<file path="config.mk">
export PLATFORM = sky130hd
export DESIGN_NAME = rwsi_reset_state
export DESIGN_NICKNAME = d
export VERILOG_FILES = /design/src/rwsi_pkg.sv /design/src/rwsi_reset_state.sv /design/src/rwsi_sync2.sv
export VERILOG_INCLUDE_DIRS = /design/src
export SDC_FILE = /design/constraint.sdc
export NUM_CORES = 1
export LEC_CHECK = 0
export ABC_AREA = 0
export BUFFER_PORTS_ARGS = -buffer_cell sky130_fd_sc_hd__clkbuf_2
export CAP_MARGIN = 30
export CORE_ASPECT_RATIO = 0.5
export CORE_UTILIZATION = 30
export CTS_CLUSTER_DIAMETER = 150
export DETAILED_ROUTE_END_ITERATION = 10
export PLACE_DENSITY_LB_ADDON = 0.25
export RECOVER_POWER = 25
export REMOVE_ABC_BUFFERS = 1
export SLEW_MARGIN = 15
export SYNTH_ARGS = -nofsm -noshare
export SYNTH_HDL_FRONTEND = slang
export SYNTH_HIERARCHICAL = 1
export SYNTH_SLANG_ARGS = --single-unit
</file>
<file path="constraint.sdc">
create_clock -name ref_clk_i -period 9.2 [get_ports ref_clk_i]
set_clock_uncertainty 0.2 [all_clocks]
set_input_delay 0.92 -clock ref_clk_i [delete_from_list [all_inputs] [get_ports ref_clk_i]]
set_output_delay 0.92 -clock ref_clk_i [all_outputs]
set_load 0.02 [all_outputs]
</file>
<file path="src/rwsi_params.svh">
// Register offsets, reset values and timing counts of the reset and wake-up state logic
`ifndef RWSI_PARAMS_SVH
`define RWSI_PARAMS_SVH

`define RWSI_OFS_INDIRECT_DATA_PORT     8'h00
`define RWSI_OFS_TMR      8'h01
`define RWSI_OFS_PCL      8'h02
`define RWSI_OFS_STATUS   8'h03
`define RWSI_OFS_PTR      8'h04
`define RWSI_OFS_PA       8'h05
`define RWSI_OFS_PB       8'h06
`define RWSI_OFS_PROGRAM_COUNTER_HIGH_LATCH   8'h0A
`define RWSI_OFS_INTERRUPT_CONTROL   8'h0B
`define RWSI_OFS_OPTION   8'h81
`define RWSI_OFS_DIRA     8'h85
`define RWSI_OFS_DIRB     8'h86
`define RWSI_OFS_PWRCTL   8'h8E

`define RWSI_RST_STATUS   8'h18
`define RWSI_RST_OPTION   8'hFF
`define RWSI_RST_DIRA     5'h1F
`define RWSI_RST_DIRB     8'hFF
`define RWSI_RST_PROGRAM_COUNTER_HIGH_LATCH   5'h00
`define RWSI_RST_PC       13'h0000
`define RWSI_INT_VECTOR   13'h0004

`define RWSI_BIT_GIE      7
`define RWSI_BIT_TO       4
`define RWSI_BIT_PD       3
`define RWSI_BIT_PORFLAG  1

// Core clock is divided by four into one instruction cycle
`define RWSI_INSTR_CLKS   2'd3

`endif

</file>
<file path="src/rwsi_pkg.sv">
// Types shared by the reset and wake-up state logic
package rwsi_pkg;

   typedef enum logic [1:0] {
      RWSI_RUN,
      RWSI_SLEEP,
      RWSI_VEC_WAIT
   } rwsi_mode_t;

   typedef struct packed {
      logic [7:0] addr;
      logic [7:0] wdata;
      logic       wr;
      logic       rd;
   } rwsi_bus_req_t;

   typedef struct packed {
      rwsi_mode_t  mode;
      logic [12:0] pc;
      logic [12:0] ret_addr;
      logic        push;
      logic [1:0]  vec_cnt;
      logic [7:0]  status;
      logic [7:0]  interrupt_control;
      logic [7:0]  option;
      logic [7:0]  tmr;
      logic [7:0]  ptr;
      logic [7:0]  pin_group_b_data;
      logic [7:0]  dirb;
      logic [4:0]  pin_group_a_data;
      logic [4:0]  dira;
      logic [4:0]  program_counter_high_latch;
      logic        por_flag;
      // Sleep level as its own flop so the output needs no decode
      logic        sleeping;
      logic [7:0]  rdata;
   } rwsi_state_t;

endpackage : rwsi_pkg

</file>
<file path="src/rwsi_reset_state.sv">
// Special register set with per-cause reset and wake-up initialisation
//
// Function
// RL1: An external reset while running zeroes the PC, clears status bits 7:5 and keeps the rest and the power flag.
// RL2: An external reset during sleep zeroes the PC, sets status 7:4 to 0001, clears bit 3 and keeps bits 2:0.
// RL3: An interrupt wake-up resumes at PC plus one and leaves other registers alone apart from status and flags.
// RL4: An interrupt wake-up with the global enable set runs the next instruction and then jumps to the vector.
// RL5: A watchdog wake-up resumes at PC plus one, clears status bits 4 and 3 and keeps everything else.
// RL6: On an interrupt wake-up the flag bits that caused it stay set and the rest of the control register holds.
// RL7: Status bits 4 and 3 take per-cause values while the upper bits follow the cause pattern and the lower keep.
// RL8: Unimplemented bits of the initialised registers always read as zero.
// RL9: Every reset sets option and direction registers to ones and clears PC low and high latch; wake-ups do not.
// RL10: Every reset clears the global interrupt enable.
// RL11: Servicing an interrupt clears the global enable, pushes the return address and loads the vector.
// RL12: Status bit 4 is the timeout flag cleared by watchdog events, bit 3 the power-down flag cleared on sleep.
`timescale 1ns/100ps
`include "rwsi_params.svh"
module rwsi_reset_state
   import rwsi_pkg::*;
(
   input  wire logic          ref_clk_i,
   input  wire logic          reset_i,
   input  wire logic          external_reset_pin_n_i,
   input  wire logic          watchdog_timer_timeout_i,
   input  wire logic          sleep_enter_i,
   input  wire logic          pc_step_i,
   input  wire logic [2:0]    int_flag_set_i,
   input  wire rwsi_bus_req_t bus_i,
   output logic      [7:0]    rdata_o,
   output logic      [12:0]   pc_o,
   output logic      [7:0]    cpu_status_flags_o,
   output logic      [7:0]    interrupt_control_o,
   output logic      [7:0]    option_settings_o,
   output logic      [4:0]    pin_group_a_direction_o,
   output logic      [7:0]    pin_group_b_direction_o,
   output logic      [4:0]    pin_group_a_data_o,
   output logic      [7:0]    pin_group_b_data_o,
   output logic               sleeping_o,
   output logic               stack_push_o,
   output logic      [12:0]   return_addr_o
);
   rwsi_state_t s_reg;
   rwsi_state_t s_next;
   logic        pin_n_sync;
   logic        ext_rst;
   logic        wake_pending;
   logic        global_interrupt_enable;

   rwsi_sync2 #(
      .W       (1),
      .RST_VAL (1'b1)
   ) u_pin_sync (
      .ref_clk_i (ref_clk_i),
      .reset_i   (reset_i),
      .async_i   (external_reset_pin_n_i),
      .sync_o    (pin_n_sync)
   );

   assign ext_rst      = ~pin_n_sync;
   assign global_interrupt_enable          = s_reg.interrupt_control[`RWSI_BIT_GIE];
   // Enables in bits 5:3 line up with flags in bits 2:0
   assign wake_pending = |(s_reg.interrupt_control[2:0] & s_reg.interrupt_control[5:3]);

   // Register values shared by every reset cause
   function automatic rwsi_state_t apply_reset(input rwsi_state_t st);
      rwsi_state_t r;
      r         = st;
      r.mode    = RWSI_RUN;
      r.pc      = `RWSI_RST_PC;
      r.program_counter_high_latch  = `RWSI_RST_PROGRAM_COUNTER_HIGH_LATCH; // RL9
      r.option  = `RWSI_RST_OPTION; // RL9
      r.dira    = `RWSI_RST_DIRA; // RL9
      r.dirb    = `RWSI_RST_DIRB; // RL9
      r.interrupt_control  = {7'h00, st.interrupt_control[0]}; // RL10
      r.vec_cnt = 2'd0;
      return r;
   endfunction : apply_reset

   always_comb begin
      logic rst_hit;
      rst_hit      = 1'b0;
      s_next       = s_reg;
      s_next.push  = 1'b0;
      s_next.rdata = 8'h00;

      // Read data for the previous-cycle strobe; unmapped offsets read zero
      if (bus_i.rd) begin
         if (bus_i.addr == `RWSI_OFS_TMR) begin
            s_next.rdata = s_reg.tmr;
         end else if (bus_i.addr == `RWSI_OFS_PCL) begin
            s_next.rdata = s_reg.pc[7:0];
         end else if (bus_i.addr == `RWSI_OFS_STATUS) begin
            s_next.rdata = s_reg.status;
         end else if (bus_i.addr == `RWSI_OFS_PTR) begin
            s_next.rdata = s_reg.ptr;
         end else if (bus_i.addr == `RWSI_OFS_PA) begin
            s_next.rdata = {3'b000, s_reg.pin_group_a_data}; // RL8
         end else if (bus_i.addr == `RWSI_OFS_PB) begin
            s_next.rdata = s_reg.pin_group_b_data;
         end else if (bus_i.addr == `RWSI_OFS_PROGRAM_COUNTER_HIGH_LATCH) begin
            s_next.rdata = {3'b000, s_reg.program_counter_high_latch}; // RL8
         end else if (bus_i.addr == `RWSI_OFS_INTERRUPT_CONTROL) begin
            s_next.rdata = s_reg.interrupt_control;
         end else if (bus_i.addr == `RWSI_OFS_OPTION) begin
            s_next.rdata = s_reg.option;
         end else if (bus_i.addr == `RWSI_OFS_DIRA) begin
            s_next.rdata = {3'b000, s_reg.dira}; // RL8
         end else if (bus_i.addr == `RWSI_OFS_DIRB) begin
            s_next.rdata = s_reg.dirb;
         end else if (bus_i.addr == `RWSI_OFS_PWRCTL) begin
            s_next.rdata = {6'h00, s_reg.por_flag, 1'b0}; // RL8
         end else begin
            s_next.rdata = 8'h00;
         end
      end

      if (ext_rst) begin
         // Held pin keeps reapplying; both patterns are stable under repeat
         rst_hit = 1'b1;
         s_next  = apply_reset(s_next);
         if (s_reg.mode == RWSI_SLEEP) begin
            s_next.status = {4'b0001, 1'b0, s_reg.status[2:0]}; // RL2 RL7
         end else begin
            s_next.status = {3'b000, s_reg.status[4:0]}; // RL1 RL7
         end
      end else if (watchdog_timer_timeout_i) begin
         if (s_reg.mode == RWSI_SLEEP) begin
            s_next.mode   = RWSI_RUN;
            s_next.pc     = s_reg.pc + 13'd1; // RL5
            s_next.status = {s_reg.status[7:5], 2'b00, s_reg.status[2:0]}; // RL5 RL12
         end else begin
            rst_hit       = 1'b1;
            s_next        = apply_reset(s_next);
            s_next.status = {4'b0000, s_reg.status[3:0]}; // RL7 RL12
         end
      end else if (s_reg.mode == RWSI_SLEEP && wake_pending) begin
         s_next.pc     = s_reg.pc + 13'd1; // RL3
         s_next.status = {s_reg.status[7:5], 2'b10, s_reg.status[2:0]}; // RL3 RL7
         // Flags are left as they are so the cause stays visible
         s_next.vec_cnt = 2'd0;
         s_next.mode    = global_interrupt_enable ? RWSI_VEC_WAIT : RWSI_RUN; // RL4
      end else begin
         if (bus_i.wr) begin
            if (bus_i.addr == `RWSI_OFS_TMR) begin
               s_next.tmr = bus_i.wdata;
            end else if (bus_i.addr == `RWSI_OFS_PCL) begin
               s_next.pc = {s_reg.program_counter_high_latch, bus_i.wdata};
            end else if (bus_i.addr == `RWSI_OFS_STATUS) begin
               // Timeout and power-down flags are not software writable
               s_next.status = {bus_i.wdata[7:5], s_reg.status[4:3], bus_i.wdata[2:0]};
            end else if (bus_i.addr == `RWSI_OFS_PTR) begin
               s_next.ptr = bus_i.wdata;
            end else if (bus_i.addr == `RWSI_OFS_PA) begin
               s_next.pin_group_a_data = bus_i.wdata[4:0];
            end else if (bus_i.addr == `RWSI_OFS_PB) begin
               s_next.pin_group_b_data = bus_i.wdata;
            end else if (bus_i.addr == `RWSI_OFS_PROGRAM_COUNTER_HIGH_LATCH) begin
               s_next.program_counter_high_latch = bus_i.wdata[4:0];
            end else if (bus_i.addr == `RWSI_OFS_INTERRUPT_CONTROL) begin
               s_next.interrupt_control = bus_i.wdata;
            end else if (bus_i.addr == `RWSI_OFS_OPTION) begin
               s_next.option = bus_i.wdata;
            end else if (bus_i.addr == `RWSI_OFS_DIRA) begin
               s_next.dira = bus_i.wdata[4:0];
            end else if (bus_i.addr == `RWSI_OFS_DIRB) begin
               s_next.dirb = bus_i.wdata;
            end else if (bus_i.addr == `RWSI_OFS_PWRCTL) begin
               s_next.por_flag = bus_i.wdata[`RWSI_BIT_PORFLAG];
            end
         end

         case (s_reg.mode)
            RWSI_RUN: begin
               if (sleep_enter_i) begin
                  s_next.mode                = RWSI_SLEEP;
                  s_next.status[`RWSI_BIT_PD] = 1'b0; // RL12
                  s_next.status[`RWSI_BIT_TO] = 1'b1;
               end else if (global_interrupt_enable && wake_pending) begin
                  s_next.push                  = 1'b1; // RL11
                  s_next.ret_addr              = s_reg.pc;
                  s_next.pc                    = `RWSI_INT_VECTOR;
                  s_next.interrupt_control[`RWSI_BIT_GIE] = 1'b0;
               end else if (pc_step_i) begin
                  s_next.pc = s_reg.pc + 13'd1;
               end
            end
            RWSI_VEC_WAIT: begin
               // One instruction cycle at the next address, then the vector
               if (s_reg.vec_cnt == `RWSI_INSTR_CLKS) begin
                  s_next.mode                  = RWSI_RUN;
                  s_next.push                  = 1'b1; // RL4 RL11
                  s_next.ret_addr              = s_reg.pc;
                  s_next.pc                    = `RWSI_INT_VECTOR;
                  s_next.interrupt_control[`RWSI_BIT_GIE] = 1'b0;
               end else begin
                  s_next.vec_cnt = s_reg.vec_cnt + 2'd1;
               end
            end
            default: begin
               s_next.mode = s_reg.mode;
            end
         endcase
      end

      // Hardware set beats any same-cycle clear by software
      if (!rst_hit) begin
         s_next.interrupt_control[2:0] = s_next.interrupt_control[2:0] | int_flag_set_i; // RL6
      end
      s_next.sleeping = (s_next.mode == RWSI_SLEEP);
   end

   always_ff @(posedge ref_clk_i or posedge reset_i) begin
      if (reset_i) begin
         s_reg          <= '0;
         s_reg.mode     <= RWSI_RUN;
         s_reg.status   <= `RWSI_RST_STATUS;
         s_reg.option   <= `RWSI_RST_OPTION; // RL9
         s_reg.dira     <= `RWSI_RST_DIRA;
         s_reg.dirb     <= `RWSI_RST_DIRB;
         s_reg.pc       <= `RWSI_RST_PC;
         s_reg.por_flag <= 1'b0;
      end else begin
         s_reg <= s_next;
      end
   end

   assign rdata_o                 = s_reg.rdata;
   assign pc_o                    = s_reg.pc;
   assign cpu_status_flags_o      = s_reg.status;
   assign interrupt_control_o     = s_reg.interrupt_control;
   assign option_settings_o       = s_reg.option;
   assign pin_group_a_direction_o = s_reg.dira;
   assign pin_group_b_direction_o = s_reg.dirb;
   assign pin_group_a_data_o      = s_reg.pin_group_a_data;
   assign pin_group_b_data_o      = s_reg.pin_group_b_data;
   assign sleeping_o              = s_reg.sleeping;
   assign stack_push_o            = s_reg.push;
   assign return_addr_o           = s_reg.ret_addr;
endmodule : rwsi_reset_state

</file>
<file path="src/rwsi_sync2.sv">
// Two-flop synchroniser for pin levels
`timescale 1ns/100ps
module rwsi_sync2 #(
   parameter int          W         = 1,
   parameter logic [W-1:0] RST_VAL  = '0
) (
   input  wire logic         ref_clk_i,
   input  wire logic         reset_i,
   input  wire logic [W-1:0] async_i,
   output logic      [W-1:0] sync_o
);
   logic [W-1:0] meta_reg;

   always_ff @(posedge ref_clk_i or posedge reset_i) begin
      if (reset_i) begin
         meta_reg <= RST_VAL;
         sync_o   <= RST_VAL;
      end else begin
         meta_reg <= async_i;
         sync_o   <= meta_reg;
      end
   end
endmodule : rwsi_sync2

</file>
### Word level (Yosys, flattened, before mapping)

Cells that the tools add are included.

* register bits after elaboration: 114

* add/subtract/negate cells: 2
* equality and inequality tests: 41
* mux-type cells: 89
* bitwise gates (word level): 15
* reduce and logical (&&, ||, !) cells: 22

Operator list (count)
* $mux 8: 26
* $mux 40: 3
* $mux 112: 1
* $mux 103: 1
* $mux 16: 6
* $mux 13: 6
* $mux 73: 1
* $mux 72: 1
* $mux 64: 1
* $ne 3x3->1 const B: 19
* $pmux 27 s2: 1
* $mux 24: 2
* $mux 5: 7
* $eq 8x8->1 const B: 4
* $mux 32: 1
* $mux 29: 1
* $mux 14: 2
* $mux 27: 1
* $eq 8x3->1 const B: 3
* $mux 11: 2
* $reduce_and 10->1: 2
* $eq 8x2->1 const B: 2
* $eq 8x4->1 const B: 2
* $mux 2: 8
* other kinds (34): 66

### Longest topological paths before layout

* depth after elaboration: 22
* mapped depth: 7
* gate-level depth less buffers: 6

### Hierarchy

Netlist, hierarchy kept.

By module, submodules not included
* rwsi_reset_state: instances 1, cells an instance 725, area each 6822.8 um^2, sequential area each 2831.5 um^2
* rwsi_sync2: instances 1, cells an instance 3, area each 56.3 um^2, sequential area each 52.6 um^2

### Worst setup path after synthesis

No wires, ideal clock.

* kind: in2reg
* from: in bus_i[15] in the netlist's numbering
* to: reg s_reg, in the netlist interrupt_control_o[3]
* setup time: 121 ps
* data arrival time: 2477 ps
* path slack: 6402 ps
* cell stages on the path: 6
* path buffers: 2
* cells stage by stage: or4_1 > buf_6 > or3_1 > buf_2 > a21o_1 > a22o_1

* cells in the longest elaborated chain, start to end: 3
* elaborated cells on any way between the ends: 17

Ends and longest elaborated chain
* start, declared: RTL line rwsi_reset_state.sv:28 `input wire rwsi_bus_req_t bus_i,`
* $eq 8x3->1 (no source line), or another cell as far along
* $ne 3x3->1 (no source line)
* $reduce_and 11->1 (no source line) (*)
* end signal, assigned: RTL line rwsi_reset_state.sv:223 `s_reg <= s_next;`
* end, declared: RTL line rwsi_reset_state.sv:42 `rwsi_state_t s_reg;`

Mark *: on every way between the ends. The rest lies on a longest branch, timed or not.
A chain may end at the register's enable or synchronous reset.

==> impl_results.md <==
* Slew margin rel. at -1.18
* # Max-Cap Violations at 2
* LEAKAGE at 3.38 nW
* CTS clk-pin slew, worst paths at 0.06 ns
* Synthesized instance count at 728
* Via count at 5575
* GPL Wtd Cong at 0.880
* Initial Utilization at 0.312
* Failing checks: capacitance limit, slew limit
* Synth top cells by count: dfrtp_1, buf_4, nand2_1, o21ai_0, a21oi_1
* Top FF cell, synth: dfrtp_1
* Number of flip-flops under the largest register name at 26
* Worst path depth at 3
* Reg2reg start: interrupt_control_o[1]
* Max FO, Critical Path at 59
* P per Cell Area at 175 nW/um^2
* Post-synth EDFFs at 0
* Post-Synth Simple-Gate Area at 0.155
* Drt total wl at 21.4 mm
* Multi-input gate area at 3110 sq um
* GR Util All Layers at 0.188
* Most frequent cell after synthesis: dfrtp_1
* Reg2Reg Setup Slack at 6.18 ns
* GRT overflow at 0
* Status: complete, but fails checks
* Critical path class: input pin to async pin
* Synth Warn # at 6
* Post-synthesis compound-gate area fraction at 0.192
* Setup Viol. Count Final at 0
* Layout cells sized above 1 at 0.307
* Synth cell types at 74
* Sequential fraction of the synthesis area at 0.419
* Antenna violations before repair at 0
* Post-synthesis mux area share at 0.0949
* Post-route antenna net violation count at 0
* Cell count of the worst reg-to-reg path at 6
* Largest net degree at the start of global routing at 67
* Worst Tran Pin Value at 3.27 ns
* CTS resizes at 0
* FF+latch area at 2880 sq um
* FP Rows at 38
* Main combinational cell family by area after synthesis: compound AO/OA/AOI/OAI gates
* Die height at 109 microns
* Synth area leaders: dfrtp_1, dfstp_2, buf_4, mux2_2, nand2_1
* Final net count at 774
* Fill count at 2304
* # clock sinks at 114
* Worst-skew pair later-pin latency at 0.42 ns
* H-Tree Depth at 4
* Post-Syn Area at 6880 sq um
* Hold Path Cell Cnt at 0
* Worst setup SP type: input pin
* Die area at 23600 sq um
* Post-DP HPWL at 15.7 mm
* Worst VDD drop at 129 uV
* Slew Limit Fails at 108
* CP endpoint kind: async pin
* Async set-reset flop share out of synthesis at 1.00
* Area share of the leading cell type in the synthesized netlist at 0.324
* CTS tree: yes
* Routed len/inst at 20.2 microns
* Core Footprint at 22100 sq um
* Crit. Startpoint: reset_i
* Crit path max-delay family: buffers and inverters
* Final core utilization at 0.346
* Ports at 113
* 1st-pass router iterations at 5
* Required @ worst endpoint at 8.80 ns
* Max Clock Freq at 0.244 GHz
* Post-Route Setup TNS at 0 ns
* Diodes inserted at 0
* DIE WIDTH at 216 microns
* Hold WC Path Type: register to register
* Root buffer cell: clkbuf_16
* Fin crit share at 0.445
* CTS Buf Count at 17
* Port bufs at 112
* Crit-path cells: clkbuf_1, clkinvlp_2, clkbuf_1
* Synth Area in XOR/XNOR at 0.00637
* Bufs and invs on worst path at 3
* Post-Synth Adder-Cell Area at 0.00364
* Worst-case clock buffer depth at 2
* Layout area overhead at 11.0%
* Worst setup path endpoint: s_reg[46]
* Synth area leader: dfrtp_1
* Post-cts hold buffer count at 0
* Syn_area_per_cell at 9.45 sq um
* Initial drt markers at 505
* CP max-delay cell: clkbuf_1
* Final Hold Fails at 0
* Minimum clock period after layout at 4.09 ns
* First-pass GRT wire length at 32.9 mm
* Post-CTS setup repair buffer count at 0
* Vias in the first global route at 5372
* CP arrival at 3.69 ns
* RSZ-0062 raised after global routing: no
* Register bit total from synthesis at 114
* Crit-path most repeated cell: clkbuf_1
* Routed vias/inst at 5.27
* DRC viols at 0
* Critical Path Max Stage Delay at 2.34 ns
* Worst R2R End: pin_group_b_direction_o[3]
-- cell usage in the layout, fill, tap and decap left out, types with 11 or more instances in the layout --
master	instances
clkbuf_16	18
o21ai_0	60
mux2i_1	27
dfstp_2	25
inv_1	27
nand2_1	83
dfrtp_1	89
a21oi_1	36
mux2_2	34
clkbuf_2	111
nor2_1	29
nor3_1	11
-- per-layer routing --
| layer | part of all wire | global-route usage |
|---|---|---|
| met4 | 0.019 | 0.0649 |
| met1 | 0.48 | 0.261 |
| met2 | 0.45 | 0.285 |
| met5 | 0 | 0 |
| met3 | 0.055 | 0.0446 |
-- how the worst min path moves through the flow --
stage,from,to
6_report,u_pin_sync/meta_reg,u_pin_sync/sync_o
5_1_grt,u_pin_sync/meta_reg,u_pin_sync/sync_o
4_1_cts,u_pin_sync/meta_reg,u_pin_sync/sync_o
3_5_place_dp,u_pin_sync/meta_reg,u_pin_sync/sync_o
3_3_place_gp,u_pin_sync/meta_reg,u_pin_sync/sync_o
2_1_floorplan,u_pin_sync/meta_reg,u_pin_sync/sync_o
-- stage by stage --
stage	instances	hold slack, ns	setup WS, ns	power (mW)	area, sq um
finish	1058	0.156	5.11	1.34	7630
floorplan	609	0.145	5.16	0.628	6100
detailed placement	1025	0.150	5.38	0.691	7060
CTS	1057	0.156	5.84	1.35	7640
global placement	1025	0.148	5.55	0.690	7060
global route	1058	0.163	4.36	1.39	7630
-- report_power, final --
| group | total, mW | internal [mW] | switching, mW |
|---|---|---|---|
| Clock | 0.654 | 0.391 | 0.263 |
| Sequential | 0.543 | 0.525 | 0.0177 |
| Combinational | 0.139 | 0.0439 | 0.0953 |
| Total | 1.34 | 0.960 | 0.376 |
-- cells by family after synthesis --
logic type,Yosys count
muxes,61
DFF,114
adders and majority gates,2
buffers and inverters,147
AOI/OAI and AO/OA,195
and+or+nand+nor,204
xor gates and xnor gates,5
-- area by class of cell --
cell class                      instances  area share
Timing Repair Buffer                  117      0.0772
Tap cell                              300      0.0492
Inverter                               28      0.0139
Clock buffer                           19      0.0595
Multi-Input combinational cell        467       0.407
Clock inverter                         13      0.0156
Sequential cell                       114       0.378
-- worst register-to-register path, delay by kind of cell, from the launching register on --
kind	cells	cell delay, ns
AOI/OAI and AO/OA	3	1.20
muxes	1	0.39
DFF	1	0.43
buffers and inverters	1	0.25
and+or+nand+nor	1	0.47
Note: power is estimated with default switching activity, not from simulation.
